--- config.mk ---
export PLATFORM = sky130hd
export DESIGN_NAME = trf_formatter
export DESIGN_NICKNAME = d
export VERILOG_FILES = /design/src/logic/trf_pkg.sv /design/src/logic/trf_timeout.sv /design/src/logic/trf_formatter.sv
export VERILOG_INCLUDE_DIRS = /design/src /design/src/logic
export SDC_FILE = /design/constraint.sdc
export NUM_CORES = 1
export LEC_CHECK = 0
export BUFFER_PORTS_ARGS = -buffer_cell sky130_fd_sc_hd__buf_2
export CORE_UTILIZATION = 57
export DETAILED_ROUTE_END_ITERATION = 8
export PLACE_DENSITY = 0.95
export SYNTH_ARGS = -nofsm -noshare
export SYNTH_HDL_FRONTEND = slang
export SYNTH_HIERARCHICAL = 1
export SYNTH_SLANG_ARGS = --single-unit
export TNS_END_PERCENT = 20
--- constraint.sdc ---
create_clock -name clk_sys -period 4.2 [get_ports clk_sys]
set_clock_uncertainty 0.05 [all_clocks]
set_input_delay 0.63 -clock clk_sys [delete_from_list [all_inputs] [get_ports clk_sys]]
set_output_delay 0.63 -clock clk_sys [all_outputs]
set_load 0.02 [all_outputs]
--- src/logic/trf_defines.svh ---
`ifndef TRF_DEFINES_SVH
`define TRF_DEFINES_SVH

// ----------------------------------------
// result format limits
// ----------------------------------------
`define TRF_MIN_DEG (-64)
`define TRF_STD_MAX_DEG 127
`define TRF_EXT_MAX_DEG 191
`define TRF_EXT_OFFSET 64
`define TRF_STD_FLOOR_CODE 8'hC0
`define TRF_STD_CEIL_CODE 8'h7F
`define TRF_EXT_FLOOR_CODE 8'h00
`define TRF_EXT_CEIL_CODE 8'hFF

// ----------------------------------------
// field positions and range reset value
// ----------------------------------------
`define TRF_FRAC_BITS 4
`define TRF_LO_FAULT_BIT 0
`define TRF_RANGE_RESET 1'b0

// ----------------------------------------
// timing
// ----------------------------------------
`define TRF_CLK_PERIOD_NS 5
`define TRF_TIMEOUT_MS 30
`define TRF_TIMEOUT_CYC ((`TRF_TIMEOUT_MS * 1000000) / `TRF_CLK_PERIOD_NS)

`endif

--- src/logic/trf_pkg.sv ---
`default_nettype none
package trf_pkg;

   typedef enum logic {
      TRF_RANGE_STD = 1'b0,
      TRF_RANGE_EXT = 1'b1
   } trf_range_e;

   typedef enum logic [1:0] {
      TRF_TO_IDLE = 2'b00,
      TRF_TO_WATCH = 2'b01,
      TRF_TO_TRIPPED = 2'b10
   } trf_to_state_e;

endpackage
`default_nettype wire

--- src/logic/trf_timeout.sv ---
`timescale 1ns/100ps
`default_nettype none
`include "trf_defines.svh"

module trf_timeout #(
   parameter int TIMEOUT_CYC = `TRF_TIMEOUT_CYC
) (
   input wire logic clk_sys,
   input wire logic reset_n,
   input wire logic bus_active,
   input wire logic scl_in,
   input wire logic sda_in,
   output logic serial_reset
);

   // ----------------------------------------
   // stall watchdog
   // ----------------------------------------
   trf_pkg::trf_to_state_e state_q, state_d;
   logic [31:0] cnt_q, cnt_d;
   logic serial_reset_q, serial_reset_d;

   wire line_low = !scl_in || !sda_in;
   wire expired = (cnt_q == 32'(TIMEOUT_CYC - 1));

   // a tripped watchdog stays quiet until the host frees the bus, so one
   // stall gives exactly one interface reset
   always_comb begin
      state_d = state_q;
      cnt_d = 32'h0000_0000;
      serial_reset_d = 1'b0;
      case (state_q)
         trf_pkg::TRF_TO_IDLE: begin
            if (bus_active) begin
               state_d = trf_pkg::TRF_TO_WATCH;
            end
         end
         trf_pkg::TRF_TO_WATCH: begin
            if (!bus_active) begin
               state_d = trf_pkg::TRF_TO_IDLE;
            end else if (line_low && expired) begin
               state_d = trf_pkg::TRF_TO_TRIPPED;
               serial_reset_d = 1'b1;
            end else if (line_low) begin
               cnt_d = cnt_q + 32'h0000_0001;
            end
         end
         trf_pkg::TRF_TO_TRIPPED: begin
            if (!bus_active) begin
               state_d = trf_pkg::TRF_TO_IDLE;
            end
         end
         default: begin
            state_d = trf_pkg::TRF_TO_IDLE;
         end
      endcase
   end

   always_ff @(posedge clk_sys) begin
      if (!reset_n) begin
         state_q <= trf_pkg::TRF_TO_IDLE;
         cnt_q <= 32'h0000_0000;
         serial_reset_q <= 1'b0;
      end else begin
         state_q <= state_d;
         cnt_q <= cnt_d;
         serial_reset_q <= serial_reset_d;
      end
   end

   assign serial_reset = serial_reset_q;
endmodule

`default_nettype wire

--- src/logic/trf_formatter.sv ---
// How it works
// - default high byte is signed whole degrees
// - default format floors below -64 at C0
// - default format saturates above 127 at 7F
// - range select high picks extended offset format
// - range change takes effect next conversion only
// - extended high byte adds offset of 64
// - extended codes span -64 to 191 degrees
// - local channel plus one to three remote
// - low byte upper nibble holds sixteenth degrees
// - remote fault sets bit 0 of result
// - 30 ms low stall resets serial interface
`timescale 1ns/100ps
`default_nettype none
`include "trf_defines.svh"

module trf_formatter #(
   parameter int NUM_REMOTE = 3,
   parameter int RAW_W = 16,
   parameter int TIMEOUT_CYC = `TRF_TIMEOUT_CYC,
   localparam int NUM_CH = NUM_REMOTE + 1,
   localparam int CH_W = (NUM_CH > 1) ? $clog2(NUM_CH) : 1
) (
   input wire logic clk_sys,
   input wire logic reset_n,
   input wire logic range_sel,
   input wire logic conv_start,
   input wire logic conv_done,
   input wire logic [CH_W-1:0] conv_chan,
   input wire logic signed [RAW_W-1:0] conv_raw,
   input wire logic conv_fault,
   input wire logic bus_active,
   input wire logic scl_in,
   input wire logic sda_in,
   output logic range_active,
   output logic done,
   output logic [CH_W-1:0] done_chan,
   output logic [7:0] done_hi,
   output logic [7:0] done_lo,
   output logic [8*NUM_CH-1:0] result_hi,
   output logic [8*NUM_CH-1:0] result_lo,
   output logic serial_reset
);

   // ----------------------------------------
   // formatting
   // ----------------------------------------
   // raw conversion is signed sixteenths of a degree; whole degrees are
   // the arithmetic shift, so the fraction is always a positive addend
   function automatic logic [15:0] fmt_result(input logic signed [RAW_W-1:0] raw,
                                              input logic ext, input logic fault);
      int whole;
      int biased;
      logic [7:0] hi;
      logic [3:0] frac;
      logic [7:0] lo;
      whole = int'(raw >>> `TRF_FRAC_BITS);
      biased = whole + (ext ? `TRF_EXT_OFFSET : 0);
      frac = raw[`TRF_FRAC_BITS-1:0];
      if (whole < `TRF_MIN_DEG) begin
         hi = ext ? `TRF_EXT_FLOOR_CODE : `TRF_STD_FLOOR_CODE;
         frac = 4'h0;
      end else if (!ext && whole > `TRF_STD_MAX_DEG) begin
         hi = `TRF_STD_CEIL_CODE;
         frac = 4'h0;
      end else if (ext && whole > `TRF_EXT_MAX_DEG) begin
         hi = `TRF_EXT_CEIL_CODE;
         frac = 4'h0;
      end else begin
         hi = 8'(biased);
      end
      lo = {frac, 4'h0};
      lo[`TRF_LO_FAULT_BIT] = fault;
      return {hi, lo};
   endfunction

   // ----------------------------------------
   // range latch
   // ----------------------------------------
   // sampled only at conversion start so a conversion in flight keeps
   // the format it began with
   trf_pkg::trf_range_e range_q, range_d;
   assign range_d = conv_start ? trf_pkg::trf_range_e'(range_sel) : range_q;

   wire [15:0] fmt_w = fmt_result(conv_raw, range_q == trf_pkg::TRF_RANGE_EXT, conv_fault);
   wire signed [RAW_W-1:0] whole_w = conv_raw >>> `TRF_FRAC_BITS;

   // ----------------------------------------
   // result storage
   // ----------------------------------------
   logic [7:0] hi_q [NUM_CH];
   logic [7:0] lo_q [NUM_CH];
   logic done_q;
   logic [CH_W-1:0] done_chan_q;
   logic [7:0] done_hi_q;
   logic [7:0] done_lo_q;

   always_ff @(posedge clk_sys) begin
      if (!reset_n) begin
         range_q <= trf_pkg::trf_range_e'(`TRF_RANGE_RESET);
         done_q <= 1'b0;
         done_chan_q <= '0;
         done_hi_q <= 8'h00;
         done_lo_q <= 8'h00;
      end else begin
         range_q <= range_d;
         done_q <= conv_done;
         if (conv_done) begin
            done_chan_q <= conv_chan;
            done_hi_q <= fmt_w[15:8];
            done_lo_q <= fmt_w[7:0];
         end
      end
   end

   // each channel owns its own pair; out-of-range channel numbers are dropped
   genvar ch;
   generate
      for (ch = 0; ch < NUM_CH; ch++) begin : g_ch
         always_ff @(posedge clk_sys) begin
            if (!reset_n) begin
               hi_q[ch] <= 8'h00;
               lo_q[ch] <= 8'h00;
            end else if (conv_done && conv_chan == CH_W'(ch)) begin
               hi_q[ch] <= fmt_w[15:8];
               lo_q[ch] <= fmt_w[7:0];
            end
         end
         assign result_hi[8*ch +: 8] = hi_q[ch];
         assign result_lo[8*ch +: 8] = lo_q[ch];
      end
   endgenerate

   assign range_active = range_q;
   assign done = done_q;
   assign done_chan = done_chan_q;
   assign done_hi = done_hi_q;
   assign done_lo = done_lo_q;

   // ----------------------------------------
   // serial stall watchdog
   // ----------------------------------------
   trf_timeout #(
      .TIMEOUT_CYC(TIMEOUT_CYC)
   ) u_timeout (
      .clk_sys(clk_sys),
      .reset_n(reset_n),
      .bus_active(bus_active),
      .scl_in(scl_in),
      .sda_in(sda_in),
      .serial_reset(serial_reset)
   );
endmodule

`default_nettype wire

After elaboration in Yosys (flattened, before gate mapping)
Memory sizes are Yosys's and may differ from the RTL's.
Cells that the tools add are included.
W data, S select, Z words.
{"block": "word_totals", "regBits": 52, "ramBits": 52, "wordCells": 87, "memories": 2}
{"memory": "hi_q", "words": 4, "word_bits": 8, "rd": 4, "rd_ports_with_merged_regs": 0, "write_ports": 4, "line": "trf_formatter.sv:91", "rtl": "logic [7:0] hi_q [NUM_CH];"}
{"memory": "lo_q", "words": 4, "word_bits": 5, "rd": 4, "rd_ports_with_merged_regs": 0, "write_ports": 4, "line": "trf_formatter.sv:92", "rtl": "logic [7:0] lo_q [NUM_CH];"}
{"block": "op_classes", "n_addsub": 2, "n_lt_le_gt_ge": 3, "n_eq_ne": 9, "n_mux": 35, "bitwise": 12, "reduce_logical": 16}
{"cell": "$mux W8", "count": 8}
{"cell": "$add A32 B1 Y32 const B", "count": 1}
{"cell": "$eq A32 B23 Y1 const B", "count": 1}
{"cell": "$mux W5", "count": 4}
{"cell": "$mux W1", "count": 14}
{"cell": "$gt A12 B8 Y1 const B", "count": 1}
{"cell": "$gt A12 B9 Y1 const B", "count": 1}
{"cell": "$lt A12 B7 Y1 const B", "count": 1}
{"cell": "$mux W4", "count": 3}
{"cell": "$add A8 B8 Y8", "count": 1}
{"cell": "$mux W2", "count": 4}
{"cell": "$or A1 B1 Y1", "count": 8}
{"cell": "$logic_and A1 B1 Y1", "count": 7}
{"cell": "$mux W7", "count": 1}
{"cell": "$eq A2 B2 Y1 const B", "count": 3}
{"cell": "$pmux W2 S3", "count": 1}
{"cell": "$reduce_and A3 Y1", "count": 2}
{"cell": "$reduce_or A5 Y1", "count": 1}
{"cell": "$eq A2 B1 Y1 const B", "count": 2}
{"cell": "$logic_not A2 Y1", "count": 2}
{"cell": "$ne A2 B2 Y1 const B", "count": 2}
{"cell": "$not A1 Y1", "count": 4}
{"cell": "$logic_not A1 Y1", "count": 3}
{"cell": "$ne A3 B2 Y1 const B", "count": 1}
{"cell": "$logic_or A1 B1 Y1", "count": 1}

Longest topological paths before layout
{"block": "depth", "ltp_word": 6, "mapped_depth": 7}

Hierarchy
The synthesis kept the hierarchy.
{"mod": "trf_formatter", "instances": 1, "cells_each": 240, "area_each_um2": 2834.0}
{"mod": "trf_timeout", "instances": 1, "cells_each": 181, "area_each_um2": 1597.8}

Worst setup path after synthesis
No wires, ideal clock.
{"block": "synth_path", "path_kind": "in2reg", "start": "input port conv_done", "end": "memory hi_q[2][0], enable pin", "arrival_time_ns": 2.142, "t_required_ns": 3.749, "path_slack_ns": 1.607, "path_stages": 4, "cell_sequence": "buf_2 -> clkbuf_1 -> nand2_1 -> o21ai_0"}
{"item": "start, declared", "line": "trf_formatter.sv:28", "rtl": "input wire logic conv_done,"}
{"item": "end, declared", "line": "trf_formatter.sv:91"}

Worst setup path in the final report
{"block": "layout_path", "start": "register u_timeout.cnt_q[0]", "end": "register u_timeout.cnt_q[28]"}
{"block": "layout_via", "elab_chain_cells": 3, "word_cells_on_any_way": 4}
{"item": "start, declared", "line": "trf_timeout.sv:20", "rtl": "logic [31:0] cnt_q, cnt_d;"}
{"item": "start signal, assigned", "line": "trf_timeout.sv:66", "rtl": "cnt_q <= cnt_d;"}
{"item": "parallel branches: the longest is 3 deep, another holds $add A32 B1 Y32"}
Parallel ways; which one is timed is not known.
A chain may end at the register's enable or synchronous reset.

==> flow_summary.json <==
{
  "synth_common_cells": "nor2_1 (87), dfxtp_1 (52), edfxtp_1 (52)",
  "clock-sinks": 104,
  "power.density_nw_per_um2": 388,
  "dieHeight_um": 90.2,
  "port_buffers": 96,
  "drcViolationCount": 0,
  "clk_path_buf_depth": 2,
  "status": "finished clean",
  "ys_async_sr_fraction": 0,
  "worst_pin_slew_ns": 1.21,
  "criticalPathCategory": "reg -> reg",
  "rsz0062_at_grt": "no",
  "fin_nets": 545,
  "nFillCells": 530,
  "final_area_um2": 5140,
  "period_share": 0.584,
  "ctsHoldBuffers": 0,
  "synth_area_um2": 4430,
  "antenna_found_initial": 0,
  "final_hold_viol_count": 0,
  "final_core_util": 0.698,
  "root_buffer": "clkbuf_8",
  "clk_pin_slew_worst_paths_ns": 0.10,
  "drive_above_1_share": 0.244,
  "viasPerCell": 5.54,
  "postRouteAntennaNets": 0,
  "dpl_cell_area_um2": 4930,
  "yosysWarnings": 6,
  "slew_headroom": 0.189,
  "grt_max_degree": 32,
  "dp_hpwl_um": 7100,
  "drt_iter0_markers": 217,
  "via_count": 3435,
  "core_um2": 7370,
  "seq_area_frac_synth": 0.587,
  "cts.repair.resized": 0,
  "area_growth_pct": 16.1,
  "ios": 112,
  "synth_ff_type": "edfxtp_1",
  "grtUsageTotal": 0.246,
  "wl_per_cell_um": 15.9,
  "setup_viol": 0,
  "synth_top_area_share": 0.352,
  "worstPathArrival_ns": 2.62,
  "finalHoldWorstSlack_ns": 0.409,
  "setup_tns_ns": 0,
  "drtPass1Iterations": 5,
  "fmax_mhz": 408,
  "wirelength_um": 9840,
  "synth_edf_count": 52,
  "required_ns": 4.37,
  "critPathMaxFanout": 31,
  "ys_types": 49,
  "initial_core_util": 0.601,
  "yosysMostFrequentCell": "nor2_1",
  "drv_slew": 0,
  "holdCritPathClass": "reg -> reg",
  "ir_drop_uv": 182,
  "die_area_um2": 8130,
  "endpoint_kind": "register",
  "grt_pass1_vias": 3317,
  "p_leak_nw": 2.09,
  "gp_congestion": 0.909,
  "netlist_top_cells_area": "edfxtp_1 (35%), dfxtp_1 (23%), nor2_1 (7.4%)",
  "synth_cells": 421,
  "num_rows": 31,
  "chipWidth_um": 90.2,
  "layout_min_cycle_time_ns": 2.45,
  "cts_tree": "yes",
  "start_kind": "register",
  "clk_latency_ns": 0.37,
  "post-cts-setup-buffers": 0,
  "grt.overflow.total": 0,
  "numCtsBuffers": 9,
  "htreeDepth": 3,
  "post-synth-top-area-cell": "edfxtp_1",
  "ys_seq_elements": 104,
  "syn_area_per_cell_um2": 10.5,
  "antenna_cells": 0,
  "grt_first_pass_wirelength_um": 15600,
  "maxCapViolCount": 0
}
## final timing paths
path	start	to	slack, ns	cells past startpoint
worst max-delay path	u_timeout/cnt_q[0]$_SDFF_PP0_	u_timeout/cnt_q[28]$_SDFF_PP0_	1.75	6
worst min-delay path	u_timeout/cnt_q[0]$_SDFF_PP0_	u_timeout/cnt_q[0]$_SDFF_PP0_	0.41	1
worst max register to register	u_timeout/cnt_q[0]$_SDFF_PP0_	u_timeout/cnt_q[28]$_SDFF_PP0_	1.75	6
worst min register to register	u_timeout/cnt_q[0]$_SDFF_PP0_	u_timeout/cnt_q[0]$_SDFF_PP0_	0.41	1
## registers in the layout, indices dropped and copies added, names as in the netlist
register	cells
done	1
done_chan	2
done_hi	8
done_lo	5
hi_q	32
lo_q	20
range_active	1
u_timeout/cnt_q	32
u_timeout/serial_reset	1
u_timeout/state_q	2
## worst max-delay path: stages, from the launching register on
cell	delay [ns]
dfxtp_1	0.37
ha_1	0.19
and2_1	0.23
nand3_1	0.13
or3_1	0.44
nand2_1	0.76
nor2_1	0.12
## layer usage
metal	GRT usage	part of all wire	vias up
met5	0	0	-
met4	0.112	0.029	0
met3	0.0567	0.081	31
met2	0.438	0.52	186
met1	0.281	0.37	1603
li1	-	-	1615
## layout make-up
type	instances	area [µm²]	share of cell area
Timing Repair Buffer	96	480	0.0934
Multi-Input combinational cell	292	1670	0.325
Clock buffer	10	138	0.0268
Inverter	13	48.8	0.00949
Tap cell	99	124	0.0241
Clock inverter	6	76.3	0.0148
Sequential cell	104	2600	0.506
## power by group
part / switching (W) / leakage [nW] / internal, W
Clock: 0.000356 / 0.103 / 0.000301
Combinational: 0.000152 / 1.05 / 0.0000608
Sequential: 0.0000158 / 0.938 / 0.00111
Total: 0.000524 / 2.09 / 0.00147
## cells by family after synthesis
kind of cell / Yosys count / synth area share
AND/OR/NAND/NOR: 205 / 0.233
flip-flops: 104 / 0.587
buffers and inverters: 39 / 0.0469
AO/OA/AOI/OAI: 38 / 0.0624
XOR/XNOR: 29 / 0.0573
multiplexers: 3 / 0.00678
adder cells (fa/ha/maj): 2 / 0.00565
other: 1 / 0.000846
## placed cells by master (no fill, tap or decap), types with 2 or more instances in the layout
cell,instances
inv_1,12
clkbuf_8,10
edfxtp_1,52
and4_1,4
xnor2_1,8
nor4_1,5
a21boi_1,5
nor2_1,87
buf_2,96
nand2b_1,14
inv_8,2
a21oi_1,8
o21ai_0,5
mux2i_1,3
xor2_1,21
nand3_1,19
or2_2,2
and2_1,9
o21ai_1,3
dfxtp_1,52
nand3_2,2
nand2_1,23
conb_1,15
nor2b_1,6
or3_1,2
and3_1,9
a211oi_1,2
ha_1,2
clkinvlp_4,2
nand4_1,14
o22ai_1,6
## through the flow
stage          instances  power, W  setup WS [ns]
6_report             620   0.00200           1.75
5_1_grt              620   0.00204           1.51
4_1_cts              620   0.00200           1.76
3_5_place_dp         604   0.00136           1.53
3_3_place_gp         604   0.00135           1.65
2_1_floorplan        435   0.00129           1.61
No activity file was read; power rests on OpenSTA's default activity.
